## src/buck_seq_map.svh

```systemverilog
// Purpose: named constants of the start-up sequencer
// Assumes: 10 MHz mclk
// Notes:   times in their printed units, counts derived in the code
`ifndef BUCK_SEQ_MAP_SVH
`define BUCK_SEQ_MAP_SVH

`define SEQ_CLK_MHZ        10
`define SEQ_CLK_PERIOD_NS  100
`define SEQ_DELAY_US       6800
`define SEQ_SAMPLE_MAX_US  3400
`define SEQ_SS_TIME_US     6800
`define SEQ_SS_STEPS       64
`define SEQ_SS_BITS        6
`define SEQ_TRIP_BITS      6
`define SEQ_MIN_LOW_NS     425
`define SEQ_NARROW_BEFORE  1
`define SEQ_DUMMY_LAST     1
`define SEQ_EA_INIT_STEPS  1
`define SEQ_TIMER_BITS     17
`define SEQ_WIDTH_BITS     4
`define SEQ_NARROW_BITS    2
`define SEQ_SYNC_WIDTH     9

`endif

```

## src/buck_seq_pkg.sv

```systemverilog
// Purpose: types of the start-up sequencer
// Assumes: nothing
// Notes:   gray codes along the power-up path
package buck_seq_pkg;

  typedef enum logic [2:0] {
    ST_OFF     = 3'b000,
    ST_WAIT_EN = 3'b001,
    ST_DELAY   = 3'b011,
    ST_SAMPLE  = 3'b010,
    ST_RAMP    = 3'b110,
    ST_RUN     = 3'b111,
    ST_HICCUP  = 3'b100
  } seq_state_e;

endpackage

```

## src/pin_sync.sv

```systemverilog
// Purpose: three-stage input synchroniser with agreement filter
// Assumes: inputs asynchronous to mclk
// Notes:   output follows stage three once stages two and three agree
`timescale 1ns/100ps
`default_nettype none

module pin_sync #(
  parameter int unsigned WIDTH = 1
) (
  input  wire logic             mclk,
  input  wire logic             rst,
  input  wire logic [WIDTH-1:0] async_in,
  output var  logic [WIDTH-1:0] sync_out
);

  logic [WIDTH-1:0] s1_q;
  logic [WIDTH-1:0] s2_q;
  logic [WIDTH-1:0] s3_q;
  logic [WIDTH-1:0] agree;

  always_ff @(posedge mclk or posedge rst)
  begin
    if (rst)
    begin
      s1_q <= '0;
      s2_q <= '0;
      s3_q <= '0;
    end
    else
    begin
      s1_q <= async_in;
      s2_q <= s1_q;
      s3_q <= s2_q;
    end
  end

  assign agree = ~(s2_q ^ s3_q);

  always_ff @(posedge mclk or posedge rst)
  begin
    if (rst)
      sync_out <= '0;
    else
      sync_out <= (agree & s3_q) | (~agree & sync_out);
  end

endmodule

`default_nettype wire

```

## src/buck_startup_sequencer.sv

```systemverilog
// Purpose: start-up, shutdown, soft-start and retry sequencing
// Assumes: analog comparators deliver the sensed levels as inputs
// Notes:   all outputs registered; long delay is a parameter
//
// Functional notes
// disable pin low: stop, gates low, re-arm
// disable release: fresh init and soft-start
// supply good starts trip-level sampling sequence
// disable held at power-up postpones init
// fixed delay after release before sampling
// delay: low driver off, trip current on
// sampling lasts zero to maximum time
// trip level held in counter while powered
// soft-start starts right after sampling
// reference ramps zero to final over period
// ramp in 64 equal fixed steps
// error amp enabled after short init
// ramp past final means soft-start done
// pre-bias below: switches off until ramp passes
// pre-bias above: switches off until ramp end
// re-enable after run redoes full init
// overcurrent retries reuse stored trip level
// trip: off, two dummy timeouts, restart
// opposite switch waits for sensed turn-off
// hiccup repeats while fault persists
// three narrow low pulses: stretch third
// no high-side pulses before ramp begins
// external device releases disable when input valid
`include "buck_seq_map.svh"
`timescale 1ns/100ps
`default_nettype none

module buck_startup_sequencer #(
  parameter int unsigned DELAY_CYC = `SEQ_DELAY_US * `SEQ_CLK_MHZ,
  parameter int unsigned TRIP_BITS = `SEQ_TRIP_BITS
) (
  input  wire logic                 mclk,
  input  wire logic                 rst,
  input  wire logic                 vcc_above_por,
  input  wire logic                 disable_below_thr,
  input  wire logic                 trip_pin_above_dac,
  input  wire logic                 overcurrent_guard_trip,
  input  wire logic                 pwm_request,
  input  wire logic                 high_side_off_sense,
  input  wire logic                 low_side_off_sense,
  input  wire logic                 ramp_above_output,
  input  wire logic                 osc_phase,
  output var  logic                 osc_enable,
  output var  logic                 high_side_gate,
  output var  logic                 low_side_gate,
  output var  logic                 trip_set_current_en,
  output var  logic [TRIP_BITS-1:0] trip_level_set,
  output var  logic [`SEQ_SS_BITS-1:0] ss_reference,
  output var  logic                 error_amp_enable,
  output var  logic                 soft_start_done,
  output var  logic                 hiccup_active,
  output var  buck_seq_pkg::seq_state_e seq_state
);
  import buck_seq_pkg::*;

  localparam int unsigned SAMPLE_STEP_CYC =
    (`SEQ_SAMPLE_MAX_US * `SEQ_CLK_MHZ) / (1 << TRIP_BITS);
  localparam int unsigned SS_STEP_CYC =
    (`SEQ_SS_TIME_US * `SEQ_CLK_MHZ) / `SEQ_SS_STEPS;
  localparam int unsigned MIN_LOW_CYC =
    (`SEQ_MIN_LOW_NS + `SEQ_CLK_PERIOD_NS - 1) / `SEQ_CLK_PERIOD_NS;
  localparam logic [`SEQ_TIMER_BITS-1:0] DELAY_LAST =
    `SEQ_TIMER_BITS'(DELAY_CYC - 1);
  localparam logic [`SEQ_TIMER_BITS-1:0] SAMPLE_LAST =
    `SEQ_TIMER_BITS'(SAMPLE_STEP_CYC - 1);
  localparam logic [`SEQ_TIMER_BITS-1:0] SS_LAST =
    `SEQ_TIMER_BITS'(SS_STEP_CYC - 1);
  localparam logic [`SEQ_WIDTH_BITS-1:0] MIN_LOW =
    `SEQ_WIDTH_BITS'(MIN_LOW_CYC);
  localparam logic [`SEQ_SS_BITS-1:0] SS_TOP = '1;
  localparam logic [`SEQ_SS_BITS-1:0] EA_INIT =
    `SEQ_SS_BITS'(`SEQ_EA_INIT_STEPS);
  localparam logic [TRIP_BITS-1:0] TRIP_TOP = '1;
  localparam logic [`SEQ_NARROW_BITS-1:0] NARROW_BEFORE =
    `SEQ_NARROW_BITS'(`SEQ_NARROW_BEFORE);

  logic [`SEQ_SYNC_WIDTH-1:0] sync_vec;
  logic vcc_s;
  logic dis_s;
  logic trip_cmp_s;
  logic oc_s;
  logic pwm_s;
  logic hs_off_s;
  logic ls_off_s;
  logic ramp_above_s;
  logic osc_s;

  seq_state_e state_q;
  seq_state_e state_d;
  logic [`SEQ_TIMER_BITS-1:0] tmr_q;
  logic [`SEQ_TIMER_BITS-1:0] tmr_last;
  logic tick;
  logic [`SEQ_SS_BITS-1:0] step_q;
  logic dummy_q;
  logic [TRIP_BITS-1:0] trip_q;
  logic sw_en_q;
  logic hs_q;
  logic ls_q;
  logic osc_prev_q;
  logic osc_edge;
  logic [`SEQ_WIDTH_BITS-1:0] low_w_q;
  logic [`SEQ_NARROW_BITS-1:0] narrow_q;
  logic [`SEQ_WIDTH_BITS-1:0] stretch_q;
  logic stretch;
  logic guard_on;
  logic active;
  logic hs_d;
  logic ls_d;

  pin_sync #(
    .WIDTH(`SEQ_SYNC_WIDTH)
  ) u_sync (
    .mclk     (mclk),
    .rst      (rst),
    .async_in ({vcc_above_por, disable_below_thr, trip_pin_above_dac,
                overcurrent_guard_trip, pwm_request, high_side_off_sense,
                low_side_off_sense, ramp_above_output, osc_phase}),
    .sync_out (sync_vec)
  );

  assign {vcc_s, dis_s, trip_cmp_s, oc_s, pwm_s, hs_off_s, ls_off_s,
          ramp_above_s, osc_s} = sync_vec;

  // step timer limit per phase
  always_comb
  begin
    unique case (state_q)
      ST_DELAY:  tmr_last = DELAY_LAST;
      ST_SAMPLE: tmr_last = SAMPLE_LAST;
      default:   tmr_last = SS_LAST;
    endcase
  end

  assign tick = (tmr_q == tmr_last);

  always_comb
  begin
    state_d = state_q;
    unique case (state_q)
      ST_OFF:
        // supply good arms init
        if (vcc_s)
          state_d = ST_WAIT_EN;
      ST_WAIT_EN:
        // release starts new init
        // held low keeps waiting
        if (!dis_s)
          state_d = ST_DELAY;
      ST_DELAY:
        // fixed delay first
        if (tick)
          state_d = ST_SAMPLE;
      ST_SAMPLE:
        // variable sample length
        // then soft-start
        if (!trip_cmp_s || (trip_q == TRIP_TOP))
          state_d = ST_RAMP;
      ST_RAMP:
        // trip aborts the ramp
        if (oc_s)
          state_d = ST_HICCUP;
        // ramp past final
        else if (tick && (step_q == SS_TOP))
          state_d = ST_RUN;
      ST_RUN:
        if (oc_s)
          state_d = ST_HICCUP;
      ST_HICCUP:
        // restart skips sampling
        // cycle repeats on retrip
        if (tick && (step_q == SS_TOP) && dummy_q)
          state_d = ST_RAMP;
      default:
        state_d = ST_OFF;
    endcase
    // disable re-arms sequence
    // full init after re-enable
    if (state_q != ST_OFF && dis_s)
      state_d = ST_WAIT_EN;
    // power loss drops state to ST_OFF
    if (!vcc_s)
      state_d = ST_OFF;
  end

  always_ff @(posedge mclk or posedge rst)
  begin
    if (rst)
      state_q <= ST_OFF;
    else
      state_q <= state_d;
  end

  always_ff @(posedge mclk or posedge rst)
  begin
    if (rst)
      tmr_q <= '0;
    else if ((state_d != state_q) || tick)
      tmr_q <= '0;
    else
      tmr_q <= tmr_q + 1'b1;
  end

  // reference and dummy timeouts share one step counter
  // 64 equal steps, fixed rate
  always_ff @(posedge mclk or posedge rst)
  begin
    if (rst)
      step_q <= '0;
    else if (state_d != state_q)
      step_q <= '0;
    else if (tick && (state_q == ST_RAMP || state_q == ST_HICCUP))
      step_q <= step_q + 1'b1;
  end

  // two dummy soft-start timeouts
  always_ff @(posedge mclk or posedge rst)
  begin
    if (rst)
      dummy_q <= 1'b0;
    else if (state_q != ST_HICCUP)
      dummy_q <= 1'b0;
    else if (tick && (step_q == SS_TOP))
      dummy_q <= 1'(`SEQ_DUMMY_LAST);
  end

  // counter holds trip level
  always_ff @(posedge mclk or posedge rst)
  begin
    if (rst)
      trip_q <= '0;
    else if (state_q == ST_OFF || state_q == ST_DELAY)
      trip_q <= '0;
    else if (state_q == ST_SAMPLE && tick && trip_cmp_s &&
             (trip_q != TRIP_TOP))
      trip_q <= trip_q + 1'b1;
  end

  // switching waits for ramp over output
  // or for the end of the ramp
  always_ff @(posedge mclk or posedge rst)
  begin
    if (rst)
      sw_en_q <= 1'b0;
    else if (state_q != ST_RAMP && state_q != ST_RUN)
      sw_en_q <= 1'b0;
    else if (ramp_above_s || state_q == ST_RUN)
      sw_en_q <= 1'b1;
  end

  // low pulse width per oscillator cycle
  assign osc_edge = osc_s & ~osc_prev_q;
  assign stretch  = (stretch_q != '0);
  assign guard_on = (trip_q != TRIP_TOP);

  always_ff @(posedge mclk or posedge rst)
  begin
    if (rst)
      osc_prev_q <= 1'b0;
    else
      osc_prev_q <= osc_s;
  end

  always_ff @(posedge mclk or posedge rst)
  begin
    if (rst)
      low_w_q <= '0;
    else if (osc_edge)
      low_w_q <= '0;
    else if (ls_q && low_w_q != MIN_LOW)
      low_w_q <= low_w_q + 1'b1;
  end

  // third narrow pulse stretched
  always_ff @(posedge mclk or posedge rst)
  begin
    if (rst)
    begin
      narrow_q  <= '0;
      stretch_q <= '0;
    end
    else if (!active || !guard_on)
    begin
      narrow_q  <= '0;
      stretch_q <= '0;
    end
    else if (osc_edge)
    begin
      if (low_w_q < MIN_LOW && narrow_q == NARROW_BEFORE)
      begin
        narrow_q  <= '0;
        stretch_q <= MIN_LOW;
      end
      else if (low_w_q < MIN_LOW)
        narrow_q <= narrow_q + 1'b1;
      else
        narrow_q <= '0;
    end
    else if (stretch && ls_q)
      stretch_q <= stretch_q - 1'b1;
  end

  // no switching before ramp
  assign active = (state_q == ST_RAMP || state_q == ST_RUN) && sw_en_q;

  // each side waits for the other to be off
  always_comb
  begin
    hs_d = active & pwm_s & ls_off_s & ~ls_q & ~stretch;
    ls_d = active & hs_off_s & ~hs_q & (~pwm_s | stretch);
  end

  // gates low while disabled
  always_ff @(posedge mclk or posedge rst)
  begin
    if (rst)
    begin
      hs_q <= 1'b0;
      ls_q <= 1'b0;
    end
    else
    begin
      hs_q <= hs_d;
      ls_q <= ls_d;
    end
  end

  assign high_side_gate = hs_q;
  assign low_side_gate  = ls_q;

  always_ff @(posedge mclk or posedge rst)
  begin
    if (rst)
    begin
      osc_enable          <= 1'b0;
      trip_set_current_en <= 1'b0;
      trip_level_set      <= '0;
      ss_reference        <= '0;
      error_amp_enable    <= 1'b0;
      soft_start_done     <= 1'b0;
      hiccup_active       <= 1'b0;
      seq_state           <= ST_OFF;
    end
    else
    begin
      // oscillator stopped
      osc_enable <= (state_q != ST_OFF && state_q != ST_WAIT_EN);
      // trip current during delay
      trip_set_current_en <= (state_q == ST_DELAY ||
                              state_q == ST_SAMPLE);
      trip_level_set <= trip_q;
      // ramping reference
      ss_reference <= (state_q == ST_RUN) ? SS_TOP :
                      (state_q == ST_RAMP) ? step_q : '0;
      // error amp after init
      error_amp_enable <= (state_q == ST_RUN) ||
                          (state_q == ST_RAMP && step_q >= EA_INIT);
      soft_start_done <= (state_q == ST_RUN);
      hiccup_active   <= (state_q == ST_HICCUP);
      seq_state       <= state_q;
    end
  end

endmodule

`default_nettype wire

```

## config.mk

```make
export PLATFORM = sky130hd
export DESIGN_NAME = buck_startup_sequencer
export DESIGN_NICKNAME = d
export VERILOG_FILES = /design/src/buck_seq_pkg.sv /design/src/pin_sync.sv /design/src/buck_startup_sequencer.sv
export VERILOG_INCLUDE_DIRS = /design/src
export SDC_FILE = /design/constraint.sdc
export NUM_CORES = 1
export LEC_CHECK = 0
export BUFFER_PORTS_ARGS = -buffer_cell sky130_fd_sc_hd__clkbuf_2
export CAP_MARGIN = 20
export CELL_PAD_IN_SITES_DETAIL_PLACEMENT = 0
export CELL_PAD_IN_SITES_GLOBAL_PLACEMENT = 1
export CORE_MARGIN = 4
export CORE_UTILIZATION = 48
export DETAILED_ROUTE_END_ITERATION = 10
export PLACE_DENSITY = 0.9
export REMOVE_ABC_BUFFERS = 1
export SLEW_MARGIN = 25
export SYNTH_ARGS = -nofsm -noshare
export SYNTH_HDL_FRONTEND = slang
export SYNTH_SLANG_ARGS = --single-unit
export TNS_END_PERCENT = 50
```

## constraint.sdc

```tcl
create_clock -name mclk -period 3.49 [get_ports mclk]
set_input_delay 0.349 -clock mclk [delete_from_list [all_inputs] [get_ports mclk]]
set_output_delay 0.349 -clock mclk [all_outputs]
set_load 0.005 [all_outputs]
```

==> results.md <==
STA:
- The setup-violating endpoint count in the final report is 0.
- The count of pins over their slew limit was 0.
- The relative max-transition margin is 0.4979.
- For the final routed database, the setup TNS stands at 0 ns.
- The smallest clock period supported by the final layout is computed as 2.837 ns.
- Setup repair after global routing left no endpoint under its margin.
- The peak clock frequency supported by timing is 0.3525 GHz.
- The ratio of final minimum period to clock period is 0.8129.
- On the final layout, the worst clock skew is 0.01271 ns.
- Across all setup checks in the final design, the least slack found is 0.6530 ns.
- The actual slew at the worst max-slew pin is 0.7509 ns.
- The count of endpoints failing hold in the final timing report is 0.
- The worst hold slack is 0.07969 ns.

Synthesis:
- Of the total synthesized cell area, the portion taken by XOR and XNOR cells is 0.04085.
- The share of synthesized area in the top cell type comes to 0.6011.
- The portion of synthesized area spent on multiplexers is 0.01430.
- The flip-flop cell with the highest count after synthesis is sky130_fd_sc_hd__dfrtp_1.
- The adder and majority gate portion of the synthesized area is 0.05252.
- The count of flip-flops with a built-in enable after synthesis is 0.
- Of the total synthesized cell area, the portion taken by AND, OR, NAND and NOR gates is 0.1803.
- For this run, the register share of the synthesized area comes to 0.6011.
- The largest total area in the synthesized netlist belongs to sky130_fd_sc_hd__dfrtp_1.
- For this run, the number of Yosys warnings is 0.
- The number of distinct library cells after synthesis is 52.
- Counting every instance in the synthesized netlist gives 378.
- In the post-synthesis netlist, the biggest area contributors are sky130_fd_sc_hd__dfrtp_1 (60%), sky130_fd_sc_hd__nor2_1 (4.5%), sky130_fd_sc_hd__ha_1 (2.9%).
- The largest family of logic cells by synthesized area is simple AND/OR/NAND/NOR gates.
- After synthesis the netlist holds a flip-flop and latch count of 103.
- The cell area after technology mapping is 0.004288 mm².
- The post-synthesis compound-gate area fraction is 0.08170.
- The mean instance size in the synthesized netlist is 11.34 µm².
- After synthesis, the share of flip-flops with an asynchronous set or reset is 1.000.

Clock network:
- CTS built an H-tree with a depth of 3.
- The clock slew seen by the registers of the worst setup and hold paths is 0.10 ns.
- The post-CTS setup buffer count is 0.
- The cell at the root of the clock tree is sky130_fd_sc_hd__clkbuf_8.
- The number of hold buffers added after cts is 0.
- TritonCTS built the clock tree.
- After clock tree synthesis, the repair step resized 0 gates.
- In this run the deepest clock path goes through 2 buffers.
- The total CTS buffers is 9.
- For the worst-skew pair, the clock arrives at the later sink with an insertion delay of 0.36 ns.
- The total clock sinks is 103.

Global routing:
- The global routing usage summed across all routing layers is 0.1593.
- The first-pass GRT wire length is 13040 µm.
- Entering global routing, the biggest net connects 61 pins.
- The total overflow reported by the global router is 0.
- The number of antenna violations at the first check in global routing is 0.
- The number of global-route vias before repair was 2792.

Routing:
- The per-cell routed wire length is 14.57 µm.
- After detailed routing, the total wire length is 7634 µm.
- After detailed routing, the number of vias per cell comes to 5.366.
- The detailed router finished its first iteration with 153 violations.
- Once detail routing completed, the nets flagged for antenna violations numbered 0.
- In the routed design, unresolved DRC markers number 0.
- The number of vias after detailed routing is 2812.
- Signal routing reaches up to met4.
- The length of the first detailed-routing pass in iterations is 4.
- Detailed routing placed a total of 260 µm of wire on met3.
- In the final routing, the length of wire on met1 measures 3623 µm.
- Summed over all nets, wire length on met2 after detailed routing comes to 3654 µm.

Placement:
- Counting tap cells, the placed design contains a total of 508 instances.
- The number of port buffers is 32.
- Routability-driven placement finished with a final weighted congestion of 0.8168.
- The HPWL after detailed placement is 5279 µm.
- After detailed placement, the total cell area comes to 0.004551 mm².
- OpenSTA, run right after detailed placement, puts the worst setup slack at 0.6410 ns.

Floorplanning:
- The total core area is 0.008721 mm².
- The floorplan die height is 102.5 µm.
- Row generation in the floorplan step produced 34 rows.
- The die boundary width is 102.5 µm.
- The initial core utilization is 0.4917.
- The die covers 0.01051 mm².
- During I/O placement, the number of pins put on the boundary was 33.

Cells and area:
- After filler insertion, the fill cell instance count of the layout stands at 722.
- For this run, the post-layout net count is 432.
- Summing all multi-input logic gate instances after layout gives 0.001585 mm².
- Leaving out fill and tap cells, the most frequent cells in the layout are sky130_fd_sc_hd__dfrtp_1 (103), sky130_fd_sc_hd__nor2_1 (51), sky130_fd_sc_hd__clkbuf_2 (32).
- The library cell used most frequently in the layout, excluding fill and tap cells, is sky130_fd_sc_hd__dfrtp_1.
- In the final layout, the share of cells above drive strength 1 is 0.1418.
- Across the whole layout, storage elements account for 0.002577 mm².
- The count of antenna diodes in the layout is 0.
- The final standard cell count with taps included and fillers excluded is 524.
- The area growth from synthesis to layout is 11.06%.
- Summing all non-filler instances in the final layout gives an area of 0.004762 mm².
- The post-layout utilization of the core is 0.5461.

Pwr:
- The completed layout was analyzed and its total power is 2.211 mW.
- For this design the ratio of total power to cell area is 464.4 mW/mm².
- The reported leakage power is 2.122 nW.
- The largest vdd supply drop is 206.9 µV.

Critical path:
- STA classifies the critical path endpoint as a flop.
- The setup path with the least slack is of type flop to flop.
- The worst setup path is launched from a flop.
- The required time of the critical path is 3.71 ns.
- The largest fanout of any net on the critical path is 18.
- For the worst setup path, the data arrival time is 3.06 ns.

Worst hold path:
- The worst min-delay path class is input pin to asynchronous set/reset pin.

Status:
- The run finished with clean final reports.

Run:
- The number of maximum-capacitance violations is 0.
-- worst paths after layout --
kind / endpoint / start / slack (ns) / depth (start not counted)
min: trip_level_set[1] / rst / 0.08 / 2
min in group mclk: u_sync.s1_q[2] / low_side_off_sense / 0.09 / 1
max in group asynchronous: trip_set_current_en / rst / 2.59 / 3
max reg2reg: tmr_q[12] / state_q[1] / 0.65 / 5
max: tmr_q[12] / state_q[1] / 0.65 / 5
min reg2reg: u_sync.s2_q[4] / u_sync.s1_q[4] / 0.35 / 0
-- cells in the mapped netlist (3+ instances only) --
master,n
sky130_fd_sc_hd__o31ai_1,6
sky130_fd_sc_hd__nand3b_1,4
sky130_fd_sc_hd__nor2_1,51
sky130_fd_sc_hd__nand3_1,15
sky130_fd_sc_hd__nor4bb_1,3
sky130_fd_sc_hd__o21ai_0,10
sky130_fd_sc_hd__maj3_1,10
sky130_fd_sc_hd__nand2_1,16
sky130_fd_sc_hd__nor2b_1,4
sky130_fd_sc_hd__dfrtp_1,103
sky130_fd_sc_hd__o21a_1,3
sky130_fd_sc_hd__xnor2_1,8
sky130_fd_sc_hd__nor4_1,4
sky130_fd_sc_hd__nand4_1,5
sky130_fd_sc_hd__nand2b_1,7
sky130_fd_sc_hd__xor2_1,12
sky130_fd_sc_hd__clkbuf_1,8
sky130_fd_sc_hd__buf_2,4
sky130_fd_sc_hd__inv_1,18
sky130_fd_sc_hd__or4_1,8
sky130_fd_sc_hd__a21oi_1,16
sky130_fd_sc_hd__ha_1,10
sky130_fd_sc_hd__or3_1,6
sky130_fd_sc_hd__mux2i_1,5
sky130_fd_sc_hd__nor3_1,5
sky130_fd_sc_hd__and3_1,4
-- where the power goes --
part           switching [mW]  leakage, nW  total [mW]  internal, mW
registers              0.0392         1.35        1.28          1.24
logic                   0.103        0.675       0.159        0.0563
clock network           0.414        0.101       0.775         0.361
-- registers in the layout, summed over array words and instances, names as in the netlist, 4 cells and up, named ones only --
register,flops
step_q,6
ss_reference,6
u_sync.s3_q,9
stretch_q,4
tmr_q,17
u_sync.s1_q,9
trip_q,6
low_w_q,4
trip_level_set,6
u_sync.s2_q,9
-- worst max-delay path, stage by stage (launching register included) --
cell,delay [ns]
sky130_fd_sc_hd__dfrtp_1,0.65
sky130_fd_sc_hd__nor3b_1,0.42
sky130_fd_sc_hd__mux2i_1,0.27
sky130_fd_sc_hd__nand3_1,0.43
sky130_fd_sc_hd__o211ai_2,0.79
sky130_fd_sc_hd__nor2_1,0.11
-- layer usage --
layer | up-vias | GRT usage
met4 | 0 | 0.06963
met5 | - | 0
met1 | 1376 | 0.2107
li1 | 1386 | -
met2 | 42 | 0.2468
met3 | 8 | 0.04465
-- area by class of cell --
cell class / count / share of cell area
Sequential cell: 103 / 0.5412
Multi-Input combinational cell: 244 / 0.3329
Timing Repair Buffer: 35 / 0.03836
Clock buffer: 10 / 0.02890
Tap cell: 108 / 0.02838
Clock inverter: 6 / 0.01550
Inverter: 18 / 0.01471
-- kinds of logic (layout without fill, tap and decap cells) --
family,after synthesis,count (layout)
AOI/OAI and AO/OA,53,53
xor gates and xnor gates,20,20
adders and majority gates,20,20
buffers and inverters,31,69
DFF,103,103
muxes,6,6
and+or+nand+nor,145,145
(Power assumes the default switching activity.)
